**config.mk**
```make
export PLATFORM = sky130hd
export DESIGN_NAME = pief_top
export DESIGN_NICKNAME = d
export VERILOG_FILES = /design/src/design/pief_pkg.sv /design/src/design/pief_top.sv
export VERILOG_INCLUDE_DIRS = /design/src /design/src/design
export SDC_FILE = /design/constraint.sdc
export NUM_CORES = 1
export LEC_CHECK = 0
export BUFFER_PORTS_ARGS = -buffer_cell sky130_fd_sc_hd__buf_4
export CORE_MARGIN = 1.5
export CORE_UTILIZATION = 35
export CTS_CLUSTER_SIZE = 20
export DETAILED_ROUTE_END_ITERATION = 6
export MAX_ROUTING_LAYER = met4
export PLACE_DENSITY_LB_ADDON = 0.2
export RECOVER_POWER = 25
export SYNTH_ARGS = -nofsm -noshare
export SYNTH_HDL_FRONTEND = slang
export SYNTH_SLANG_ARGS = --single-unit
```
**constraint.sdc**
```tcl
create_clock -name CORE_CLK -period 4.1 [get_ports CORE_CLK]
set_input_delay 0.82 -clock CORE_CLK [delete_from_list [all_inputs] [get_ports CORE_CLK]]
set_output_delay 0.82 -clock CORE_CLK [all_outputs]
set_load 0.02 [all_outputs]
```
**src/design/pief_defines.svh**
```systemverilog
// register offsets, field positions and reset values of the peripheral interrupt block
`ifndef PIEF_DEFINES_SVH
`define PIEF_DEFINES_SVH

`define PIEF_ADR_CORE_CTRL     8'h88
`define PIEF_ADR_PERIPH_EN     8'h8c
`define PIEF_ADR_PERIPH_FLAGS  8'h90
`define PIEF_ADR_IRQ_STATUS    8'h94
`define PIEF_ADR_IRQ_MASK      8'h98

`define PIEF_BIT_PARALLEL      7
`define PIEF_BIT_CONVERTER     6
`define PIEF_BIT_SERIAL_RX     5
`define PIEF_BIT_SERIAL_TX     4
`define PIEF_BIT_SYNC_SERIAL   3
`define PIEF_BIT_CAPCOMP       2
`define PIEF_BIT_TIMER_TWO     1
`define PIEF_BIT_TIMER_ONE     0

`define PIEF_BIT_GLOBAL_EN     7
`define PIEF_BIT_GROUP_EN      6

`define PIEF_STAT_REQ_RISE     0
`define PIEF_STAT_OVERRUN      1
`define PIEF_STAT_W            2

`define PIEF_RST_PERIPH_EN     8'h00
`define PIEF_RST_PERIPH_FLAGS  8'h00
`define PIEF_RST_CORE_CTRL     2'h0
`define PIEF_RST_STATUS        2'h0
`define PIEF_RST_MASK          2'h0

`define PIEF_FLAGS_RO_MASK     8'h30
`define PIEF_NO_PARALLEL_MASK  8'h7f
`define PIEF_ALL_MASK          8'hff

`endif

```
**src/design/pief_pkg.sv**
```systemverilog
// types shared by the peripheral interrupt block
package pief_pkg;

   typedef struct packed {
      logic parallel_port;
      logic converter;
      logic serial_rx;
      logic serial_tx;
      logic sync_serial;
      logic capcomp_unit;
      logic timer_two_match;
      logic timer_one_ovf;
   } pief_src_t;

   typedef enum logic [1:0] {
      PIEF_ST_IDLE = 2'b01,
      PIEF_ST_ACK  = 2'b10
   } pief_bus_state_t;

endpackage

```
**src/design/pief_top.sv**
```systemverilog
// peripheral interrupt enable and flag registers with a classic wishbone slave
//
// Contract
// - enable bit 6 gates the converter completion flag onto the peripheral request.
// - enable bit 5 gates the serial receive buffer full flag onto the request.
// - a source requests only while its enable is 1, and its flag still sets while it is 0.
// - enable bits are ordered parallel 7, converter 6, rx 5, tx 4, sync 3, capcomp 2, t2 1, t1 0.
// - a flag sets on its event regardless of its enable and of the global enable.
// - the flag register uses the same bit positions as the enable register.
// - no source of the group raises CORE_PERIPH_REQ or CORE_IRQ_REQ unless the group enable in core control is set; IRQ ignores the group enable.

`timescale 1ns/1ps
`default_nettype none
`include "pief_defines.svh"

module pief_top
   import pief_pkg::*;
#(
   parameter bit HAS_PARALLEL_PORT = 1'b1
)
(
   input  wire logic        CORE_CLK,
   input  wire logic        RST_N,
   input  wire logic        WB_CYC_I,
   input  wire logic        WB_STB_I,
   input  wire logic        WB_WE_I,
   input  wire logic [7:0]  WB_ADR_I,
   input  wire logic [3:0]  WB_SEL_I,
   input  wire logic [31:0] WB_DAT_I,
   output logic      [31:0] WB_DAT_O,
   output logic             WB_ACK_O,
   input  wire logic [7:0]  PERIPH_EVT,
   input  wire logic        SERIAL_RX_FULL,
   input  wire logic        SERIAL_TX_EMPTY,
   output logic             CORE_PERIPH_REQ,
   output logic             CORE_IRQ_REQ,
   output logic             IRQ
);

   localparam logic [7:0] SRC_MASK = HAS_PARALLEL_PORT ? `PIEF_ALL_MASK : `PIEF_NO_PARALLEL_MASK;
   localparam logic [7:0] EVT_MASK = SRC_MASK & ~`PIEF_FLAGS_RO_MASK;

   pief_bus_state_t             state_ff;
   pief_bus_state_t             nxt_state;
   logic            [31:0]      rdat_ff;
   logic            [7:0]       rdat_mux;
   pief_src_t                   en_ff;
   pief_src_t                   flags_ff;
   pief_src_t                   nxt_flags;
   logic            [1:0]       core_ctrl_ff;
   logic            [`PIEF_STAT_W-1:0] status_ff;
   logic            [`PIEF_STAT_W-1:0] nxt_status;
   logic            [`PIEF_STAT_W-1:0] status_set;
   logic            [`PIEF_STAT_W-1:0] mask_ff;
   logic                        periph_any_ff;
   logic                        periph_req_ff;
   logic                        core_req_ff;
   logic            [7:0]       word_adr;
   logic                        req_new;
   logic                        wr_commit;
   logic                        hit_ctrl;
   logic                        hit_en;
   logic                        hit_flags;
   logic                        hit_status;
   logic                        hit_mask;
   logic            [7:0]       evt_eff;
   logic            [7:0]       flag_wr_val;
   logic            [7:0]       gated;
   logic                        periph_any;
   logic                        group_en;
   logic                        global_en;

   // bus decode; the byte offset bits are ignored, each register is one aligned word
   assign word_adr   = {WB_ADR_I[7:2], 2'b00};
   assign hit_ctrl   = (word_adr == `PIEF_ADR_CORE_CTRL);
   assign hit_en     = (word_adr == `PIEF_ADR_PERIPH_EN);
   assign hit_flags  = (word_adr == `PIEF_ADR_PERIPH_FLAGS);
   assign hit_status = (word_adr == `PIEF_ADR_IRQ_STATUS);
   assign hit_mask   = (word_adr == `PIEF_ADR_IRQ_MASK);
   assign req_new    = WB_CYC_I & WB_STB_I & (state_ff == PIEF_ST_IDLE);
   // writes land on the edge where the master sees ack, so a held request commits once
   assign wr_commit  = WB_CYC_I & WB_STB_I & WB_WE_I & WB_SEL_I[0] & (state_ff == PIEF_ST_ACK);

   always_comb
   begin
      nxt_state = PIEF_ST_IDLE;
      case (state_ff)
         PIEF_ST_IDLE:
         begin
            if (req_new)
            begin
               nxt_state = PIEF_ST_ACK;
            end
         end
         PIEF_ST_ACK:
         begin
            nxt_state = PIEF_ST_IDLE;
         end
         default:
         begin
            nxt_state = PIEF_ST_IDLE;
         end
      endcase
   end

   always_ff @(posedge CORE_CLK or negedge RST_N)
   begin
      if (!RST_N)
      begin
         state_ff <= PIEF_ST_IDLE;
      end
      else
      begin
         state_ff <= nxt_state;
      end
   end

   assign WB_ACK_O = (state_ff == PIEF_ST_ACK);

   // unmapped words read as zero and ignore writes
   always_comb
   begin
      rdat_mux = 8'h00;
      if (hit_ctrl)
      begin
         rdat_mux[`PIEF_BIT_GLOBAL_EN] = core_ctrl_ff[1];
         rdat_mux[`PIEF_BIT_GROUP_EN]  = core_ctrl_ff[0];
      end
      else if (hit_en)
      begin
         rdat_mux = en_ff;
      end
      else if (hit_flags)
      begin
         rdat_mux = flags_ff;
      end
      else if (hit_status)
      begin
         rdat_mux = {6'h00, status_ff};
      end
      else if (hit_mask)
      begin
         rdat_mux = {6'h00, mask_ff};
      end
   end

   always_ff @(posedge CORE_CLK or negedge RST_N)
   begin
      if (!RST_N)
      begin
         rdat_ff <= 32'h0000_0000;
      end
      else if (req_new)
      begin
         rdat_ff <= {24'h00_0000, rdat_mux};
      end
   end

   assign WB_DAT_O = rdat_ff;

   // enable register; bit 7 is not stored on parts without the parallel port
   always_ff @(posedge CORE_CLK or negedge RST_N)
   begin
      if (!RST_N)
      begin
         en_ff <= `PIEF_RST_PERIPH_EN;
      end
      else if (wr_commit && hit_en)
      begin
         en_ff <= WB_DAT_I[7:0] & SRC_MASK;
      end
   end

   always_ff @(posedge CORE_CLK or negedge RST_N)
   begin
      if (!RST_N)
      begin
         core_ctrl_ff <= `PIEF_RST_CORE_CTRL;
      end
      else if (wr_commit && hit_ctrl)
      begin
         core_ctrl_ff <= {WB_DAT_I[`PIEF_BIT_GLOBAL_EN], WB_DAT_I[`PIEF_BIT_GROUP_EN]};
      end
   end

   assign global_en = core_ctrl_ff[1];
   assign group_en  = core_ctrl_ff[0];

   // flags: an event wins over a software clear in the same cycle
   assign evt_eff     = PERIPH_EVT & EVT_MASK;
   assign flag_wr_val = (wr_commit && hit_flags) ? WB_DAT_I[7:0] : flags_ff;

   always_comb
   begin
      nxt_flags           = (flag_wr_val | evt_eff) & EVT_MASK;
      // rx and tx flags mirror the buffer state, software cannot touch them
      nxt_flags.serial_rx = SERIAL_RX_FULL;
      nxt_flags.serial_tx = SERIAL_TX_EMPTY;
   end

   always_ff @(posedge CORE_CLK or negedge RST_N)
   begin
      if (!RST_N)
      begin
         flags_ff <= `PIEF_RST_PERIPH_FLAGS;
      end
      else
      begin
         flags_ff <= nxt_flags;
      end
   end

   // per-source gating shares one bit order for flags and enables
   assign gated      = flags_ff & en_ff;
   assign periph_any = |gated;

   // registered request lines, one cycle behind the flag and enable state
   always_ff @(posedge CORE_CLK or negedge RST_N)
   begin
      if (!RST_N)
      begin
         periph_any_ff <= 1'b0;
         periph_req_ff <= 1'b0;
         core_req_ff   <= 1'b0;
      end
      else
      begin
         periph_any_ff <= periph_any;
         periph_req_ff <= periph_any & group_en;
         core_req_ff   <= periph_any & group_en & global_en;
      end
   end

   assign CORE_PERIPH_REQ = periph_req_ff;
   assign CORE_IRQ_REQ    = core_req_ff;

   // sticky status: periph_any rising and event on an already pending flag
   always_comb
   begin
      status_set                      = '0;
      status_set[`PIEF_STAT_REQ_RISE] = periph_any & ~periph_any_ff;
      status_set[`PIEF_STAT_OVERRUN]  = |(evt_eff & flags_ff);
      nxt_status                      = status_ff;
      if (wr_commit && hit_status)
      begin
         nxt_status = status_ff & ~WB_DAT_I[`PIEF_STAT_W-1:0];
      end
      nxt_status = nxt_status | status_set;
   end

   always_ff @(posedge CORE_CLK or negedge RST_N)
   begin
      if (!RST_N)
      begin
         status_ff <= `PIEF_RST_STATUS;
      end
      else
      begin
         status_ff <= nxt_status;
      end
   end

   always_ff @(posedge CORE_CLK or negedge RST_N)
   begin
      if (!RST_N)
      begin
         mask_ff <= `PIEF_RST_MASK;
      end
      else if (wr_commit && hit_mask)
      begin
         mask_ff <= WB_DAT_I[`PIEF_STAT_W-1:0];
      end
   end

   assign IRQ = |(status_ff & mask_ff);
endmodule // pief_top

`default_nettype wire

```
== Word-level counts from Yosys, hierarchy flattened ==
Cells that the tools add are included.

* Register bits: 35
* Word-level logic and storage cells: 65

* Eq/ne operators: 7
* Mux-type cells: 10
* Bitwise gates (word level): 16
* Reductions and logical operators: 8

{| class="wikitable"
|+ Operators by type and width
! operator !! number
|-
| equality test 6 bit, second input constant || 5
|-
| two-way mux 8 bit || 3
|-
| bitwise AND 8 bit || 2
|-
| OR reduction 8 bit || 2
|-
| two-way mux 2 bit || 6
|-
| bitwise AND 1 bit || 8
|-
| bitwise OR 8 bit || 1
|-
| two-way mux 6 bit || 1
|-
| logical AND 1 bit || 5
|-
| bitwise AND 2 bit || 2
|-
| equality test 2 x 1 -> 1 bit, second input constant || 1
|-
| equality test 2 bit, second input constant || 1
|-
| inverter 2 bit || 1
|-
| bitwise OR 2 bit || 1
|-
| OR reduction 2 bit || 1
|-
| inverter 1 bit || 1
|}

== Logic depth before layout (Yosys ltp) ==
* Depth in word-level cells: 7
* Depth in mapped cells: 6
* Mapped depth without buffers: 4

== Worst setup path after synthesis ==
OpenSTA, ideal clock, no wires.

* Kind: in2reg
* Start: input port WB_ADR_I[5]
* End: register mask_ff[0]
* Setup time: 0.125 ns
* Arrival time: 1.885 ns
* Required time: 3.975 ns
* Slack: 2.090 ns
* Stages on the path: 4
* Buffers on the path: 0
* Cell sequence: nand4bb_1 -> nor3_1 -> and3b_1 -> mux2_2

* Word-level cells in the longest chain between the ends: 2

{| class="wikitable"
|+ Ends and longest elaborated chain
! item !! RTL line !! source
|-
| start, declared || pief_top.sv:27 || <nowiki>input wire logic [7:0] WB_ADR_I,</nowiki>
|-
| equality test 6 bit (no source line) || - ||
|-
| logical AND 1 bit || pief_top.sv:269 || <nowiki>else if (wr_commit && hit_mask)</nowiki>
|-
| end signal, assigned || pief_top.sv:267 || <nowiki>mask_ff <= `PIEF_RST_MASK;</nowiki>
|-
| end signal, assigned || pief_top.sv:271 || <nowiki>mask_ff <= WB_DAT_I[`PIEF_STAT_W-1:0];</nowiki>
|-
| end, declared || pief_top.sv:54 || <nowiki>logic [`PIEF_STAT_W-1:0] mask_ff;</nowiki>
|}

Every way passes these cells.
A chain may end at the register's enable or synchronous reset.

==> metrics.md <==
| Metric | Value |
|---|---|
| Die Wd | 75.8 um |
| Peak supply drop | 0.000210 V |
| Post-synth cell types | 44 |
| Total Power | 0.000737 W |
| Vias in the first global route | roughly 1300 |
| Placed cell count | 264 |
| Placer Congestion | 0.810 |
| #FFs+latches synth | 35 |
| Layout cells sized above 1 | 0.307 |
| Number of flops mapped to enable cells by yosys | 0 |
| Clock latency on the worst-skew pair | 280 ps |
| Overall routed net length | a little under 4 mm |
| RSZ-0062 raised after global routing | false |
| Top cell type by total area after synthesis | dfrtp_1 |
| FMAX | approximately 470 MHz |
| Final Cycle Share | 0.524 |
| Area delta synth->final | 18.8% |
| Post-CTS Setup Inserts | 0 |
| Root Driver | clkbuf_8 |
| Max incr delay on CP | 640 ps |
| Critical Path Stages | 5 |
| Dpl hpwl | 3.02 mm |
| Htree depth | 2 |
| Pin count of the biggest net entering global routing | 36 |
| Placed cell area | 2110 um^2 |
| Initial antenna violation count | 0 |
| Commonest cells in the netlist | dfrtp_1 (34), buf_4 (25), a22oi_1 (11) |
| Top-level port count | 95 |
| Count of final setup violators | 0 |
| Final Util | 0.431 |
| Initial core utilization | 0.363 |
| Minimum clock period | ~2100 ps |
| Worst-Margin Slew | 1880 ps |
| Synth Warn # | 0 |
| Crit. End Element | flip-flop |
| Relative slew slack | -0.253 |
| Worst Hold Class | flip-flop to flip-flop |
| Largest cells by area after synthesis | dfrtp_1 (46%), buf_4 (10%), mux2_1 (4.9%), a22oi_1 (4.5%), mux2_2 (3.6%) |
| Count leader, synth | dfrtp_1 |
| I/O Buffers | 39 |
| Max-slew violations | 36 |
| Status | finished, violations left |
| PD cells | 335 nW/um^2 |
| Post-route ant nets | 0 |
| Routed via count | around 1300 |
| Worst path cell trace | buf_4, nand4bb_1, nor4b_4, nor2b_1, a211o_2 |
| Non-filler cells, final | 272 |
| Critical Path Start Type | primary input |
| Cells on worst reg2reg path | 4 |
| Routed WL per cell | 14.4 um |
| Register area share after synthesis | 0.473 |
| Layout Skew | 5.58 ps |
| Nets@finish | 260 |
| First-pass iteration count of the detailed router | 4 |
| CP arrival | 2310 ps |
| DRC viols | 0 |
| Grt total ovfl | 0 |
| Core area | between 5000 and 6000 um^2 |
| Syn avg cell area | 11.5 um^2 |
| CP delay by family, top | simple AND/OR/NAND/NOR gates |
| Overall die area | 5740 um^2 |
| CP required | roughly 4300 ps |
| Sink Count | 35 |
| Cell count after synthesis | 161 |
| Final Cell Area | between 2000 and 2500 um^2 |
| Min-delay src | WB_DAT_O[2] |
| Crit Path Max Fanout | 12 |
| Synth top area share | 0.459 |
| Clk slew on worst S/H paths | 60 ps |
| N_diodes | 0 |
| Hold Fails Final Rpt | 0 |
| Fin Setup TNS | 0 ps |
| Via density | 4.74 |
| TritonCTS clock tree | done |
| CTS Buf Count | 5 |
| Resized cells post-CTS | 0 |
| P_leak | 1.02 nW |
| DRT iter0 DRCs | 65 |
| WP buf/inv | 1 |
| Critical R2R Launch | state_ff[0] |
| Critical path class | primary input to flip-flop |
| Global-route wire length before repair | 6.27 mm |
| Cell depth of the worst hold path | 2 |
| Max Cap Violations | 1 |
| Max Buffers Root-to-Sink | 2 |
| Top_reg_cell synth | dfrtp_1 |
| Gr usage total | 0.157 |
| Row cnt | 26 |
| Die span in y | 75.8 um |
| Cell Area, Synth | ~1900 um^2 |
| CP max stage cell | nor4b_4 |
| Async SR Flop Fraction | 1.00 |
| Hold Buf Count CTS | 0 |
| CP Launch Point | WB_ADR_I[5] |
| Failing checks | max-capacitance violations, max-slew violations |
registers in the layout, indices dropped and copies added (netlist names):
signal and cells:
state_ff 2, CORE_IRQ_REQ 1, core_ctrl_ff 2, WB_DAT_O 8
CORE_PERIPH_REQ 1, flags_ff 8, periph_any_ff 1, mask_ff 2
en_ff 8, status_ff 2
kinds of logic (layout without fill, tap and decap cells):
kind of cell	after synthesis	count (layout)	synth area share
AO/OA/AOI/OAI	33	33	0.132
buffers and inverters	31	49	0.120
flip-flops	35	35	0.473
multiplexers	16	16	0.0959
other	1	24	0.00202
AND/OR/NAND/NOR	45	45	0.177
worst paths after layout:
path	to	slack, ps
setup reg to reg	flags_ff[7]	2320
hold reg to reg	WB_DAT_O[2]	490
max in group asynchronous	flags_ff[3]	1970
min in group asynchronous	WB_DAT_O[1]	1050
setup / recovery	flags_ff[7]	1950
hold / removal	WB_DAT_O[2]	490
tightest hold or removal path: cells and delay by family, from the launching register on:
kind	cells	cell delay (ps)
DFF	1	340
and+or+nand+nor	1	50
AOI/OAI and AO/OA	1	60
cells in the final DEF (no fill, tap or decap), drive strengths merged, types with 2 or more instances in the layout:
cell     n
nor3b    2
mux2i    2
a22o     2
nand3b   2
nand2    6
nand4b   3
buf     36
conb    24
a22oi   11
o21ai    7
nand3    4
a211o    6
nor3     2
and2     2
nor2b    8
and3b    2
a221oi   2
dfrtp   34
nor2     9
clkbuf  11
mux2    14
stage by stage:
stage	worst slack [ps]	hold slack, ps
5_1_grt	1590	520
2_1_floorplan	2090	472
3_3_place_gp	1670	482
4_1_cts	1950	492
6_report	1950	487
3_5_place_dp	1660	478
per-layer routing:
layer  vias to the layer above  share of wire  GRT usage
li1                        617              -          -
met1                       618           0.46      0.199
met2                        49           0.47      0.246
met3                         6          0.056     0.0397
met4                         0          0.013     0.0476
met5                         -              0          -
report_power, final:
group          switching (W)  internal, W
logic              0.0000660    0.0000397
registers         0.00000797     0.000358
clock network       0.000112     0.000153
total               0.000186     0.000551
layout make-up:
class,count,area (um^2)
Fill cell,497,2910
Multi-Input combinational cell,118,841
Tap cell,70,87.6
Sequential cell,35,877
Inverter,2,7.51
Clock buffer,8,100
Timing Repair Buffer,39,289
No activity file was read; power rests on OpenSTA's default activity.
